## src/rtl/tarto_pkg.sv

```systemverilog
// Constants, carrier types and states for the table and register transfer unit.
// Assumes a core that supplies the instruction word, index bits, accumulator, B and PC values.
// Behaviour
// - A word of the form 00100ppppp is the page table read; its low five bits are the page, and it takes three cycles.
// - The page table read addresses program memory with the page as the page part and index bits 2..0 over accumulator bits 3..0 as the low part.
// - The fetched byte's upper nibble goes to register B and its lower nibble to the accumulator.
// - The index to accumulator move copies the three index bits into accumulator bits 2..0.
// - The index to accumulator move clears accumulator bit 3.
// - With comparator mode selected, the comparator load writes B into value bits 7..4 and the accumulator into bits 3..0.
// - In conversion mode the comparator load leaves the comparator value unchanged and only pulses done.
// - Comparator mode select is bit 3 of the converter control register, 1 meaning comparator mode.
// - The interrupt control read copies all four bits of interrupt control one into the accumulator.
package tarto_pkg;

	localparam int          PAGE_W         = 5;
	localparam int          LOW_W          = 7;
	localparam int          INDEX_W        = 3;
	localparam int          NIB_W          = 4;
	localparam int          INSTR_W        = 10;
	localparam logic [4:0]  PAGE_READ_OPC  = 5'h04;
	localparam int          OPC_HI         = 9;
	localparam int          OPC_LO         = 5;
	localparam int          MODE_SEL_BIT   = 3;
	localparam logic        MODE_COMPARE   = 1'b1;
	localparam int          ROM_HI_NIB     = 7;
	localparam int          ROM_LO_NIB     = 3;
	localparam int          ACC_TOP_BIT    = 3;
	localparam logic [7:0]  COMP_RESET     = 8'h00;
	localparam logic [3:0]  NIB_RESET      = 4'h0;

	typedef struct packed {
		logic [PAGE_W-1:0] page;
		logic [LOW_W-1:0]  low;
	} tarto_pc_t;

	typedef struct packed {
		logic             we;
		logic [NIB_W-1:0] data;
	} tarto_nib_wr_t;

	typedef struct packed {
		logic      we;
		tarto_pc_t pc;
	} tarto_pc_wr_t;

	typedef enum logic [2:0] {
		ST_IDLE  = 3'b001,
		ST_FETCH = 3'b010,
		ST_LOAD  = 3'b100
	} tarto_state_t;

endpackage

```

## src/rtl/tarto_xfer.sv

```systemverilog
// Execution unit for the page table read, index move, comparator load and interrupt read.
// Assumes synchronous program memory: data for romAddr is valid the cycle after romRead.
`timescale 1ns/100ps
module tarto_xfer
	import tarto_pkg::*;
#(
	parameter int                 STACK_DEPTH   = 8,
	parameter logic [INSTR_W-1:0] OPC_IDX_MOVE  = 10'h051,
	parameter logic [INSTR_W-1:0] OPC_CMP_LOAD  = 10'h239,
	parameter logic [INSTR_W-1:0] OPC_INT_READ  = 10'h253
)
(
	input  wire logic                           clk_sys,
	input  wire logic                           rstn,
	input  wire logic                           instrValid,
	input  wire logic [INSTR_W-1:0]             instrWord,
	input  wire tarto_pc_t                      pcIn,
	input  wire logic [INDEX_W-1:0]             indexBits,
	input  wire logic [NIB_W-1:0]               accIn,
	input  wire logic [NIB_W-1:0]               regBIn,
	input  wire logic [NIB_W-1:0]               converterControl,
	input  wire logic [NIB_W-1:0]               interruptControlOne,
	input  wire logic [7:0]                     romData,
	output tarto_nib_wr_t                       accWr,
	output tarto_nib_wr_t                       regBWr,
	output tarto_pc_wr_t                        pcWr,
	output tarto_pc_t                           romAddr,
	output logic                                romRead,
	output logic [7:0]                          comparatorValue,
	output logic [$clog2(STACK_DEPTH)-1:0]      stackLevel,
	output logic                                busy,
	output logic                                done,
	output logic                                carryWe,
	output logic                                skipNext
);

	localparam int SP_W = $clog2(STACK_DEPTH);

	tarto_state_t    state;
	tarto_pc_t       returnStack [STACK_DEPTH];
	logic            accepted;
	logic            isPageRead;
	logic            isIdxMove;
	logic            isCmpLoad;
	logic            isIntRead;
	logic            compareMode;
	logic [SP_W-1:0] next_stackLevel;

	function automatic logic decode_page_read(input logic [INSTR_W-1:0] w);
		decode_page_read = (w[OPC_HI:OPC_LO] == PAGE_READ_OPC);
	endfunction

	// The short operations are matched on the whole word, since their codes are not grouped.
	function automatic logic match_word
	(
		input logic [INSTR_W-1:0] w,
		input logic [INSTR_W-1:0] opc
	);
		match_word = (w == opc);
	endfunction

	function automatic logic comparator_mode(input logic [NIB_W-1:0] ctl);
		comparator_mode = (ctl[MODE_SEL_BIT] == MODE_COMPARE);
	endfunction

	assign accepted        = instrValid && (state == ST_IDLE);
	assign isPageRead      = accepted && decode_page_read(instrWord);
	assign isIdxMove       = accepted && match_word(instrWord, OPC_IDX_MOVE);
	assign isCmpLoad       = accepted && match_word(instrWord, OPC_CMP_LOAD);
	assign isIntRead       = accepted && match_word(instrWord, OPC_INT_READ);
	assign compareMode     = comparator_mode(converterControl);
	assign next_stackLevel = SP_W'(stackLevel + 1'b1);

	// Three cycles: push and address, wait for memory, load and restore.
	always_ff @(posedge clk_sys)
	begin
		if (!rstn)
			state <= ST_IDLE;
		else
		begin
			case (state)
				ST_IDLE:
				begin
					if (isPageRead)
						state <= ST_FETCH;
				end
				ST_FETCH:
					state <= ST_LOAD;
				ST_LOAD:
					state <= ST_IDLE;
				default:
					state <= ST_IDLE;
			endcase
		end
	end

	// Busy covers exactly the cycles in which the unit is not idle, so a core that waits
	// on busy alone never offers a word that would be dropped.
	always_ff @(posedge clk_sys)
	begin
		if (!rstn)
			busy <= 1'b0;
		else
			busy <= isPageRead || (state == ST_FETCH);
	end

	// Done marks the cycle in which results are written back, one pulse per finished word.
	always_ff @(posedge clk_sys)
	begin
		if (!rstn)
			done <= 1'b0;
		else
			done <= (state == ST_LOAD) || isIdxMove || isCmpLoad || isIntRead;
	end

	// The level is borrowed only for the length of the read; an overfull stack wraps
	// and overwrites the oldest entry, which is why software must leave a level free.
	always_ff @(posedge clk_sys)
	begin
		if (!rstn)
			stackLevel <= '0;
		else if (isPageRead)
			stackLevel <= next_stackLevel;
		else if (state == ST_LOAD)
			stackLevel <= SP_W'(stackLevel - 1'b1);
	end

	// Entries carry no reset: a level is always written before it is read back.
	always_ff @(posedge clk_sys)
	begin
		if (isPageRead)
			returnStack[next_stackLevel] <= pcIn;
	end

	always_ff @(posedge clk_sys)
	begin
		if (!rstn)
			romRead <= 1'b0;
		else
			romRead <= isPageRead;
	end

	// The address holds after the read, so the memory output stays put until the load.
	always_ff @(posedge clk_sys)
	begin
		if (!rstn)
			romAddr <= '0;
		else if (isPageRead)
		begin
			romAddr.page <= instrWord[PAGE_W-1:0];
			romAddr.low  <= {indexBits, accIn};
		end
	end

	// The saved entry is read at the current level, before the decrement lands.
	always_ff @(posedge clk_sys)
	begin
		if (!rstn)
			pcWr <= '0;
		else
		begin
			pcWr.we <= (state == ST_LOAD);
			if (state == ST_LOAD)
				pcWr.pc <= returnStack[stackLevel];
		end
	end

	// At most one source is live in a cycle: the short operations need the idle state,
	// and the load never shares a cycle with a newly taken word.
	always_ff @(posedge clk_sys)
	begin
		if (!rstn)
			accWr <= '{we: 1'b0, data: NIB_RESET};
		else
		begin
			accWr.we <= (state == ST_LOAD) || isIdxMove || isIntRead;
			if (state == ST_LOAD)
				accWr.data <= romData[ROM_LO_NIB:0];
			else if (isIdxMove)
				accWr.data <= {1'b0, indexBits};
			else if (isIntRead)
				accWr.data <= interruptControlOne;
		end
	end

	always_ff @(posedge clk_sys)
	begin
		if (!rstn)
			regBWr <= '{we: 1'b0, data: NIB_RESET};
		else
		begin
			regBWr.we <= (state == ST_LOAD);
			if (state == ST_LOAD)
				regBWr.data <= romData[ROM_HI_NIB:ROM_LO_NIB+1];
		end
	end

	// In conversion mode the register is left untouched, so the load only pulses done.
	always_ff @(posedge clk_sys)
	begin
		if (!rstn)
			comparatorValue <= COMP_RESET;
		else if (isCmpLoad && compareMode)
			comparatorValue <= {regBIn, accIn};
	end

	// Both flags are tied low yet kept as flip-flops, so the core sees a registered
	// answer like every other output.
	always_ff @(posedge clk_sys)
	begin
		if (!rstn)
			carryWe <= 1'b0;
		else
			carryWe <= 1'b0;
	end

	always_ff @(posedge clk_sys)
	begin
		if (!rstn)
			skipNext <= 1'b0;
		else
			skipNext <= 1'b0;
	end

endmodule

```

## config.mk

```make
export PLATFORM = sky130hd
export DESIGN_NAME = tarto_xfer
export DESIGN_NICKNAME = d
export VERILOG_FILES = /design/src/rtl/tarto_pkg.sv /design/src/rtl/tarto_xfer.sv
export SDC_FILE = /design/constraint.sdc
export NUM_CORES = 1
export LEC_CHECK = 0
export ABC_AREA = 1
export BUFFER_PORTS_ARGS = -buffer_cell sky130_fd_sc_hd__buf_2
export CORE_ASPECT_RATIO = 1.25
export CORE_UTILIZATION = 55
export DETAILED_ROUTE_END_ITERATION = 12
export PLACE_DENSITY = 0.78
export SYNTH_ARGS = -nofsm -noshare
export SYNTH_HDL_FRONTEND = slang
export SYNTH_SLANG_ARGS = --single-unit
```

## constraint.sdc

```tcl
create_clock -name clk_sys -period 2.9 [get_ports clk_sys]
set_input_delay 0.145 -clock clk_sys [delete_from_list [all_inputs] [get_ports clk_sys]]
set_output_delay 0.145 -clock clk_sys [all_outputs]
set_load 0.01 [all_outputs]
```

---- Yosys cells after proc, flatten, opt, wreduce, memory -nomap -nowiden ----
Memory sizes are Yosys's and may differ from the RTL's. A register that Yosys moved wholly into a read port is not among the register bits.
Index checks and enable logic that the tools add are counted.
word-level totals
  register bits ........................... 39
  bits in writable memories ............... 96
  bits of input ports ..................... 52
  output and inout port bits .............. 51
  word-level logic and storage cells ...... 46
  memories kept ........................... 1
operators by class
  $add $sub $neg .......................... 2
  equal/unequal tests ..................... 8
  muxes and demuxes ....................... 9
  reduce and logical (&&, ||, !) cells .... 14
memory list
  memory       words  bits a word  rd ports  clocked after Yosys merged registers in  wr ports  RTL line          text
  returnStack  8      12           1         1                                        1         tarto_xfer.sv:40  tarto_pc_t returnStack [STACK_DEPTH];
operator list
  cell                                                  count
  equality test 10 bit, second input constant           2
  2-to-1 mux 4 bit                                      3
  equality test 10 x 7 -> 1 bit, second input constant  1
  2-to-1 mux 3 bit                                      3
  logical AND 1 bit                                     6
  case mux 3 bit (2 select lines)                       1
  equality test 5 x 3 -> 1 bit, second input constant   1
  logical OR 1 bit                                      5
  adder 3 x 1 -> 3 bit, second input constant           1
  equality test 3 x 1 -> 1 bit, second input constant   1
  equality test 3 x 2 -> 1 bit, second input constant   1
  equality test 3 bit, second input constant            1
  nonzero test 3 bit                                    1
  subtractor 3 x 1 -> 3 bit, second input constant      1
  2-to-1 mux 1 bit                                      2
  inequality test 2 bit, second input constant          1
  nonzero test 2 bit                                    1
  logical NOT 1 bit                                     1

---- Longest topological paths before layout ----
Gate-level depths: netlist of run 1.
  depth after elaboration ................. 6
  depth in mapped cells ................... 10
  mapped depth without buffers ............ 10

---- Least setup slack after synthesis of run 1 ----
OpenSTA, ideal clock, no wires.
  path kind ............................... reg-to-reg
  start point ............................. register stackLevel[1]
  end point ............................... memory returnStack[0][0] (netlist name), enable pin
  library setup time ...................... 0.380 ns
  arrival time ............................ 1.743 ns
  required time ........................... 2.520 ns
  path slack .............................. 0.776 ns
  cell stages (with the launch flop) ...... 7
  buffers on the path ..................... 1
  clock period less this slack ............ 2.124 ns
  path through ............................ dfxtp_1 > clkbuf_1 > inv_1 > ha_1 > inv_1 > nand2_1 > nor2_1
on the way
  longest elaborated chain between the ends .. 1
ends and longest elaborated chain
  item                      RTL line           text
  start: declaration        tarto_xfer.sv:30   output logic [$clog2(STACK_DEPTH)-1:0] stackLevel,
  start signal: assignment  tarto_xfer.sv:123  stackLevel <= next_stackLevel;
  start signal: assignment  tarto_xfer.sv:125  stackLevel <= SP_W'(stackLevel - 1'b1);
  adder 3 x 1 -> 3 bit      tarto_xfer.sv:72   assign next_stackLevel = SP_W'(stackLevel + 1'b1);
  end: declaration          tarto_xfer.sv:40
Every way passes these cells.

---- Worst setup path in the final report of run 1 ----
  start point ............................. register stackLevel[0]
  end point ............................... memory returnStack[1][7] (netlist name), enable pin
Same word-level chain as after synthesis.

==> run_results.csv, run 1 <==
group,metric,value,unit
critical_path,crit_start,"stackLevel[0]$_SDFFE_PN0P_",
sta,fmax,497,MHz
cts,htree_levels,4,
cts,clock-sinks,147,
critical_path,reg2reg_to,"returnStack[1][7]$_DFFE_PP_",
synth,ys.flop_type,"edfxtp_1",
global_route,gr-usage-met1,28.5,%
synth,ys_types,31,
critical_path,crit_end,"returnStack[1][7]$_DFFE_PP_",
sta,fin_crit,2.01,ns
sta,post-route-period-util,69.3,%
critical_path,cp_data_required_time,3.02,ns
drt,drc,0,
placed_design,io_buffers,97,
worst_hold_path,hold_path.class,"input port to flop",
placed_design,dp_hpwl,7980,microns
critical_path,path_depth,6,
synth,avgSynthCellArea,10.3,sq um
critical_path,worstPathMaxFanout,51,
critical_path,crit_type,"flop to flop",
global_route,grt_max_degree,52,
critical_path,critPathLaunchType,"flop",
cts,clkSlewWorstSetupHoldPaths,0.06,ns
synth,synth_edf_count,96,
cells_and_area,drive_gt1_share,23.3,%
synth,synth_cells,576,
synth,yosys-top-cells-area,"edfxtp_1 (49%), dfxtp_1 (17%), nor2_1 (9.1%)",
die,start_util,56.1,%
critical_path,crit_arrival,2.13,ns
die,core_area,10600,sq um
die,row_count,42,
global_route,grt_pass1_vias,4375,
synth,async_reset_ff_share,0,%
drt,initialDrtViolationCount,339,
drt,ant_nets,0,
critical_path,path_cells,"buf_4, inv_2, buf_4, nand2_1, nor2_1, buf_4",
die,die_y,118,microns
placed_design,gp_congestion,0.836,
die,dieWidth,94.8,microns
drt,wl_per_cell,15.6,microns
die,die-area,11200,sq um
global_route,grtUsageMet3,7.49,%
sta,slew-limit-headroom,37.3,%
sta,setup_tns,0,ns
sta,skew,0.00799,ns
drt,vias_per_cell,5.31,
global_route,use_met2,41.8,%
drt,drt_wl_total,13300,microns
synth,synth_top_area_cell,"edfxtp_1",
critical_path,r2r_slack,0.89,ns
die,io_pins,103,
cts,postCtsSetupBuffers,0,
cells_and_area,utilization,70.5,%
cells_and_area,fin_area,7450,sq um
cells_and_area,areaGrowthSynthToFinish,25.7,%
critical_path,r2r_start,"stackLevel[0]$_SDFFE_PN0P_",
cts,max-clock-path-buffers,2,
critical_path,r2r_cells,6,
cells_and_area,nets,758,
critical_path,crit_family,"buffers and inverters",
drt,vias,4507,
synth,synth_top_area_share,48.6,%
cells_and_area,fill_cells,717,
critical_path,path_common_cell,"buf_4",
sta,tightest_slew,0.939,ns
global_route,antenna_found_initial,0,
cts,cts_tree,"done",
synth,syn-cell-area,5930,sq um
synth,ys_warn_count,0,
cells_and_area,diodes,0,
critical_path,path_buf_inv,4,
pwr,powerDensity,633,nW/um^2
sta,finalSetupViolations,0,
flow_run,cap_violations,0,
synth,synth-seq-cells,147,
synth,ys_seq_area_share,65.9,%
global_route,grt_first_pass_wirelength,20600,microns
pwr,p_leak,3.03,nW
pwr,peakVddDrop,0.000496,V
sta,rsz0062_at_grt,"no",
sta,slew_viol_final,0,
run_status,status,"finished, final reports clean",
drt,dr.pass1.iters,5,
critical_path,critPathSlowestCell,"buf_4",
placed_design,dpl_cell_area,6550,sq um
sta,hold_viol_final,0,
cts,clockRootBuffer,"clkbuf_16",
global_route,overflow,0,
global_route,grt.busiest_layer,"met2",
global_route,track_usage,24.7,%
critical_path,cp-end-kind,"flop",
cts,clk_latency,0.42,ns
critical_path,cpPeakStageDelay,0.44,ns
cts,numCtsBuffers,17,
==> Yosys cell counts (2+ instances only) <==
library cell  number
dfxtp_1           51
nand4_1            4
clkbuf_1          20
nand2_1           64
a21oi_1           14
inv_2              7
o21ai_1           10
o21ai_0           57
buf_6              3
ha_1               2
buf_4              4
inv_1             30
nand3_2            3
nand3_1           18
buf_2              4
edfxtp_1          96
o211ai_1          24
nor2_2             5
nor2_1           143
a211oi_1           6
==> power breakdown <==
part / switching, W / internal (W)
logic: 0.0000869 / 0.0000655
clock network: 0.000821 / 0.00151
registers: 0.00000194 / 0.00223
==> timing repair <==
action | CTS | global route
hold buffers | 25 | 0
resized for setup | 0 | 0
hold endpoints to repair | 91 | 0
==> worst register-to-register path: stages, from the launching register on <==
cell and delay (ns):
dfxtp_1 0.33, buf_4 0.24, inv_2 0.09, buf_4 0.44
nand2_1 0.21, nor2_1 0.19, buf_4 0.21
==> worst min path at each step <==
stage                      start                         endpoint  slack (ns)  cells after the start
floorplan                pcIn[0]      returnStack[0][0]$_DFFE_PP_        0.24                      0
global placement       regBIn[0]  comparatorValue[4]$_SDFFE_PN0P_        0.37                      3
detailed placement     regBIn[0]  comparatorValue[4]$_SDFFE_PN0P_        0.38                      3
CTS                 instrWord[0]          romAddr[7]$_SDFFE_PN0P_       0.006                      3
global route             pcIn[5]      returnStack[1][5]$_DFFE_PP_        0.01                      1
finish              instrWord[0]          romAddr[7]$_SDFFE_PN0P_        0.01                      3
==> cell families (layout without fill, tap and decap cells) <==
family	after synthesis	after routing	synth area share [%]
AOI/OAI and AO/OA	111	111	10.6
xor gates and xnor gates	1	1	0.148
adders and majority gates	2	2	0.422
buffers and inverters	70	210	5.19
DFF	147	147	65.9
other	1	2	0.0633
and+or+nand+nor	244	244	17.7
==> layout make-up <==
class / instances / area (sq um) / share of cell area [%]
inverter: 39 / 149 / 2.00
sequential: 147 / 3900 / 52.4
clock inverter: 10 / 141 / 1.90
tap: 132 / 165 / 2.22
timing repair buffer: 139 / 863 / 11.6
clock buffer: 22 / 507 / 6.80
multi-input combinational: 360 / 1720 / 23.1
==> stage by stage <==
stage	setup slack, ns	total power, W	std cells	hold WS (ns)
global route	0.773	0.00484	849	0.0133
CTS	0.892	0.00473	849	0.00569
floorplan	0.776	0.00233	577	0.244
detailed placement	0.938	0.00240	792	0.376
finish	0.890	0.00471	849	0.0142
global placement	0.984	0.00240	792	0.374
==> layer usage <==
| metal | wire length (microns) | share of wire [%] | up-vias |
|---|---|---|---|
| met5 | 0 | 0 | - |
| met4 | 295 | 2.2 | 0 |
| met3 | 887 | 6.7 | 22 |
| met2 | 6640 | 50 | 193 |
| met1 | 5440 | 41 | 2084 |
| li1 | - | - | 2208 |
==> state kept, by name, summed over array words and instances (netlist names) <==
register	flops
accWr	5
busy	1
comparatorValue	8
done	1
pcWr	13
regBWr	4
returnStack	96
romAddr	12
romRead	1
stackLevel	3
state	3
==> cell usage in the layout, fill, tap and decap left out, types with 2 or more instances in the layout <==
cell and count:
nor2_1 143, buf_2 97, edfxtp_1 96, nand2_1 64, o21ai_0 57, dfxtp_1 51, inv_1 30, dlygate4sd3_1 25
o211ai_1 24, clkbuf_16 19, nand3_1 18, buf_4 17, a21oi_1 14, o21ai_1 10, inv_2 7, a211oi_1 6
nor2_2 5, nand4_1 4, nand3_2 3, clkinv_4 3, bufinv_16 3, inv_4 2, ha_1 2, conb_1 2
clkbuf_8 2, clkinv_2 2
Note: power is estimated with default switching activity, not from simulation.
==> run 2: changes to the inputs <==
--- a/config.mk
+++ b/config.mk
@@ -5,7 +5,7 @@
 export SDC_FILE = /design/constraint.sdc
 export NUM_CORES = 1
 export LEC_CHECK = 0
-export ABC_AREA = 1
+export ABC_AREA = 0
 export BUFFER_PORTS_ARGS = -buffer_cell sky130_fd_sc_hd__buf_2
 export CORE_ASPECT_RATIO = 1.25
 export CORE_UTILIZATION = 55
==> constraint.sdc (replaced) <==
create_clock -name clk_sys -period 2.1 [get_ports clk_sys]
set_input_delay 0.105 -clock clk_sys [delete_from_list [all_inputs] [get_ports clk_sys]]
set_output_delay 0.105 -clock clk_sys [all_outputs]
set_load 0.01 [all_outputs]
==> run_results.csv, run 2 <==
group,metric,value,unit
global_route,gr-usage-met1,26.7,%
die,row_count,41,
die,dieWidth,93.1,microns
critical_path,crit_arrival,2.17,ns
synth,synth_cells,374,
die,die_y,116,microns
cells_and_area,largest_reg_flops,96,
global_route,grt_pass1_vias,3685,
sta,post-route-period-util,89.8,%
synth,synth-seq-cells,147,
sta,slew_viol_final,0,
placed_design,dpl_cell_area,6460,sq um
cells_and_area,utilization,72.9,%
cts,postCtsSetupBuffers,0,
sta,worst_hold_slack,0.0299,ns
sta,skew,0.00634,ns
global_route,grt_max_degree,36,
synth,synth.most_common_cell,"edfxtp_1",
cells_and_area,drive_gt1_share,38.6,%
sta,rsz0062_at_grt,"no",
global_route,use_met2,41.5,%
critical_path,r2r_start,"stackLevel[0]$_SDFFE_PN0P_",
drt,vias,3630,
critical_path,cpPeakStageDelay,0.60,ns
worst_hold_path,holdPathStages,3,
sta,fin_crit,1.89,ns
global_route,overflow,0,
cts,cts_tree,"done",
cells_and_area,fill_cells,649,
global_route,grt_first_pass_wirelength,18300,microns
pwr,peakVddDrop,0.000692,V
flow_run,cap_violations,0,
synth,ys_warn_count,0,
drt,wl_per_cell,18.1,microns
global_route,grt.busiest_layer,"met2",
synth,avgSynthCellArea,15.2,sq um
sta,hold_viol_final,0,
worst_hold_path,hp-start,"interruptControlOne[3]",
pwr,powerDensity,826,nW/um^2
critical_path,reg2reg_to,"pcWr[10]$_SDFFE_PN0P_",
die,io_pins,103,
cts,numCtsBuffers,17,
synth,syn-cell-area,5700,sq um
synth,ys_seq_area_share,68.5,%
cts,clock-sinks,147,
synth,synth_edf_count,96,
sta,finalSetupViolations,0,
critical_path,cp-end-kind,"flop",
synth,ys.flop_type,"edfxtp_1",
pwr,p_leak,2.74,nW
die,die-area,10800,sq um
synth,ys_types,45,
sta,tightest_slew,0.585,ns
drt,initialDrtViolationCount,254,
cells_and_area,final_cell_mix,"buf_2 (97), edfxtp_1 (96), dfxtp_1 (49)",
cells_and_area,layout.cells.most_common,"buf_2",
critical_path,worstPathMaxFanout,28,
synth,async_reset_ff_share,0,%
global_route,antenna_found_initial,0,
critical_path,crit_type,"flop to flop",
drt,dr.pass1.iters,4,
die,core_area,10100,sq um
global_route,grtUsageMet3,6.23,%
drt,drc,0,
placed_design,dp_hpwl,7270,microns
placed_design,io_buffers,97,
sta,setup_tns,0,ns
cts,clk_latency,0.41,ns
critical_path,r2r_slack,0.21,ns
drt,ant_nets,0,
worst_hold_path,hold_path.class,"input port to flop",
cells_and_area,diodes,0,
critical_path,critPathLaunchType,"flop",
synth,synth_top_area_share,50.6,%
worst_hold_path,hold_end,"accWr[3]$_SDFFE_PN0P_",
sta,fmax,530,MHz
synth,yosys-top-cells-area,"edfxtp_1 (51%), dfxtp_1 (18%), mux4_2 (9.5%)",
cells_and_area,nets,574,
cts,clkSlewWorstSetupHoldPaths,0.06,ns
critical_path,critPathSlowestCell,"mux4_2",
cells_and_area,regMostFlops,"returnStack",
sta,slew-limit-headroom,61.0,%
drt,drt_wl_total,12000,microns
cells_and_area,fin_area,7370,sq um
synth,synth_top_area_cell,"edfxtp_1",
synth,synthTopCellsByCount,"edfxtp_1 (96), dfxtp_1 (51), nand2_1 (42)",
run_status,status,"finished, final reports clean",
die,start_util,56.4,%
global_route,track_usage,23.5,%
cells_and_area,areaGrowthSynthToFinish,29.2,%
critical_path,r2r_cells,4,
placed_design,gp_congestion,0.737,
critical_path,path_cells,"buf_4, mux4_2, mux2i_1, a211oi_1",
cts,htree_levels,4,
critical_path,cp_data_required_time,2.39,ns
drt,vias_per_cell,5.48,
cts,max-clock-path-buffers,2,
cells_and_area,top_regs,"returnStack x96, pcWr x13, romAddr x12",
cts,clockRootBuffer,"clkbuf_16",
-- run 2: changes by cell type in the layout (fill, tap and decap cells not counted), moves of 22 or more --
cell,delta
inv_1,-27
mux4_2,+24
nand2_1,-22
nor2_1,-110
o21ai_0,-57
-- run 2: logic make-up (layout without fill, tap and decap cells) --
group	after synthesis	after routing	share of synthesized area, %
flip-flops	147	147	68.5
AND/OR/NAND/NOR	106	106	9.22
multiplexers	47	47	13.6
AO/OA/AOI/OAI	40	40	5.16
buffers and inverters	27	185	2.46
XOR/XNOR	4	4	0.615
adder cells (fa/ha/maj)	2	2	0.439
other	1	2	0.0658
-- run 2: worst max-delay path by stage --
stage                               startpoint                      endpoint  slack [ns]
floorplan                state[2]$_SDFFE_PN0P_   returnStack[0][0]$_DFFE_PP_       -0.10
global placement    stackLevel[0]$_SDFFE_PN0P_  returnStack[3][11]$_DFFE_PP_        0.18
detailed placement  stackLevel[0]$_SDFFE_PN0P_  returnStack[3][11]$_DFFE_PP_        0.10
CTS                 stackLevel[0]$_SDFFE_PN0P_   returnStack[3][5]$_DFFE_PP_        0.08
global route        stackLevel[0]$_SDFFE_PN0P_         pcWr[10]$_SDFFE_PN0P_        0.07
finish              stackLevel[0]$_SDFFE_PN0P_         pcWr[10]$_SDFFE_PN0P_        0.21
-- run 2: worst max-delay path, delay by kind of cell, from the launching register on --
family                 cells  cell delay, ns
buffers and inverters      1            0.50
AOI/OAI and AO/OA          1            0.11
DFF                        1            0.36
muxes                      2            0.80
-- run 2: timing repair --
action / in CTS / in global routing
hold buffers: 33 / 0
setup endpoints to repair: 0 / 12
hold endpoints to repair: 121 / 0
gates resized for setup: 0 / 2
-- run 2: area by class of cell --
type	instances	area, sq um	share of cell area [%]
Clock buffer	20	457	6.20
Clock inverter	12	106	1.44
Inverter	4	15.0	0.204
Multi-Input combinational cell	201	1750	23.8
Sequential cell	147	3910	53.0
Tap cell	129	161	2.19
Timing Repair Buffer	149	971	13.2
-- run 2: where the power goes --
part | switching [W] | leakage, nW | internal (W) | total (W)
sequential | 0.00000205 | 1.27 | 0.00308 | 0.00308
clock | 0.00111 | 0.285 | 0.00169 | 0.00281
combinational | 0.0000941 | 1.18 | 0.0000995 | 0.000194
-- run 2: layer usage --
| layer | vias up | part of all wire [%] |
|---|---|---|
| li1 | 1697 | - |
| met1 | 1775 | 40 |
| met2 | 150 | 53 |
| met3 | 8 | 6.4 |
| met4 | 0 | 1.3 |
| met5 | - | 0 |
-- run 2: per-stage QoR --
step	power [W]	cells	setup slack, ns
floorplan	0.00320	375	-0.103
global route	0.00625	662	0.0747
detailed placement	0.00329	597	0.101
CTS	0.00611	662	0.0765
global placement	0.00328	597	0.184
finish	0.00608	662	0.214
==> run 3: changes to the inputs <==
--- a/config.mk
+++ b/config.mk
@@ -8,9 +8,9 @@
 export ABC_AREA = 0
 export BUFFER_PORTS_ARGS = -buffer_cell sky130_fd_sc_hd__buf_2
 export CORE_ASPECT_RATIO = 1.25
-export CORE_UTILIZATION = 55
+export CORE_UTILIZATION = 44
 export DETAILED_ROUTE_END_ITERATION = 12
-export PLACE_DENSITY = 0.78
+export PLACE_DENSITY = 0.73
 export SYNTH_ARGS = -nofsm -noshare
 export SYNTH_HDL_FRONTEND = slang
 export SYNTH_SLANG_ARGS = --single-unit
==> run_results.csv, run 3 (same netlist as run 2, synthesis figures left out) <==
group,metric,value,unit
worst_hold_path,hp-start,"rstn",
critical_path,r2r_slack,0.20,ns
global_route,track_usage,19.5,%
die,die-area,13400,sq um
global_route,grt_pass1_vias,3837,
cts,clk_latency,0.42,ns
critical_path,reg2reg_to,"returnStack[3][2]$_DFFE_PP_",
sta,hold_viol_final,0,
critical_path,crit_family,"adder cells",
critical_path,crit_start,"stackLevel[0]$_SDFFE_PN0P_",
critical_path,r2r_cells,5,
worst_hold_path,hold_end,"state[2]$_SDFFE_PN0P_",
cts,clkSlewWorstSetupHoldPaths,0.06,ns
drt,vias,3663,
drt,initialDrtViolationCount,282,
critical_path,cpPeakStageDelay,0.47,ns
sta,slew_viol_final,0,
critical_path,worstPathMaxFanout,12,
drt,dr.pass1.iters,4,
cells_and_area,drive_gt1_share,38.3,%
placed_design,dp_hpwl,7610,microns
pwr,peakVddDrop,0.000478,V
global_route,grt_first_pass_wirelength,19400,microns
cells_and_area,diodes,0,
die,row_count,46,
drt,drt_wl_total,12400,microns
run_status,status,"finished, final reports clean",
critical_path,critPathSlowestCell,"ha_2",
cells_and_area,regMostFlops,"returnStack",
drt,ant_nets,0,
sta,skew,0.00773,ns
sta,post-route-period-util,90.5,%
drt,wl_per_cell,17.6,microns
die,io_pins,103,
critical_path,path_buf_inv,2,
worst_hold_path,hold_path.class,"input port to flop",
critical_path,path_cells,"inv_1, ha_2, nand2_1, nor3_4, buf_4",
sta,slew-limit-headroom,63.8,%
placed_design,io_buffers,97,
placed_design,gp_congestion,0.856,
global_route,grt_max_degree,41,
sta,fmax,526,MHz
drt,vias_per_cell,5.21,
cells_and_area,largest_reg_flops,96,
global_route,overflow,0,
cells_and_area,fill_cells,976,
worst_hold_path,holdPathStages,3,
die,start_util,45.0,%
sta,fin_crit,1.90,ns
flow_run,cap_violations,0,
drt,drc,0,
sta,tightest_slew,0.536,ns
pwr,p_leak,2.73,nW
cts,clock-sinks,147,
critical_path,crit_arrival,2.00,ns
global_route,antenna_found_initial,0,
cells_and_area,areaGrowthSynthToFinish,30.3,%
cells_and_area,layout.cells.most_common,"buf_2",
critical_path,cp_data_required_time,2.20,ns
critical_path,critPathLaunchType,"flop",
cts,max-clock-path-buffers,2,
critical_path,crit_type,"flop to flop",
pwr,powerDensity,822,nW/um^2
cells_and_area,utilization,58.7,%
cts,numCtsBuffers,17,
sta,worst_hold_slack,0.0486,ns
cells_and_area,top_regs,"returnStack x96, pcWr x13, romAddr x12",
cells_and_area,final_cell_mix,"buf_2 (97), edfxtp_1 (96), dfxtp_1 (49)",
die,core_area,12700,sq um
critical_path,cp-end-kind,"flop",
cts,htree_levels,4,
sta,rsz0062_at_grt,"no",
sta,finalSetupViolations,0,
die,dieWidth,104,microns
cts,cts_tree,"done",
critical_path,r2r_start,"stackLevel[0]$_SDFFE_PN0P_",
die,die_y,129,microns
cells_and_area,nets,576,
cts,clockRootBuffer,"clkbuf_16",
run 3: layout make-up:
class	instances	area, sq um	area share, %
Timing Repair Buffer	151	998	13.4
Multi-Input combinational cell	201	1740	23.5
Tap cell	168	210	2.83
Inverter	4	15.0	0.202
Clock buffer	17	425	5.73
Clock inverter	15	130	1.75
Sequential cell	147	3910	52.6
run 3: worst reg2reg max path, cell delays in order, from the launching register on:
cell	delay [ns]
dfxtp_2	0.38
inv_1	0.10
ha_2	0.47
nand2_1	0.19
nor3_4	0.19
buf_4	0.26
run 3: worst max-delay path by stage:
stage	endpoint	slack, ns	depth (start not counted)
floorplan	returnStack[0][0]$_DFFE_PP_	-0.10	4
global route	returnStack[3][3]$_DFFE_PP_	0.10	5
global placement	returnStack[3][8]$_DFFE_PP_	0.17	5
detailed placement	returnStack[3][8]$_DFFE_PP_	0.06	5
finish	returnStack[3][2]$_DFFE_PP_	0.20	5
CTS	returnStack[3][2]$_DFFE_PP_	0.06	5
run 3: through the flow:
step | cells | setup WS, ns | setup TNS (ns) | power [W] | cell area (sq um)
2_1_floorplan | 375 | -0.103 | -2.47 | 0.00320 | 5810
3_3_place_gp | 638 | 0.169 | 0 | 0.00328 | 6540
3_5_place_dp | 638 | 0.0559 | 0 | 0.00329 | 6540
4_1_cts | 703 | 0.0591 | 0 | 0.00615 | 7430
5_1_grt | 703 | 0.102 | 0 | 0.00631 | 7430
6_report | 703 | 0.200 | 0 | 0.00611 | 7430
run 3: per-layer routing:
layer	vias to the layer above	global-route usage (%)	wire length, microns
met1	1809	22.9	5210
met5	-	0	0
met4	0	7.39	163
met2	136	34.4	6290
met3	13	5.33	695
li1	1705	-	-
run 3: where the power goes:
group	internal (W)	switching (W)
clock	0.00163	0.00120
combinational	0.000101	0.0000975
sequential	0.00308	0.00000216
total	0.00481	0.00130
run 3: timing repair:
action,4_1_cts,5_1_grt
hold buffers,33,0
endpoints found under the setup margin,0,12
buffers inserted,0,0
gates resized for setup,0,1
hold endpoints to repair,121,0
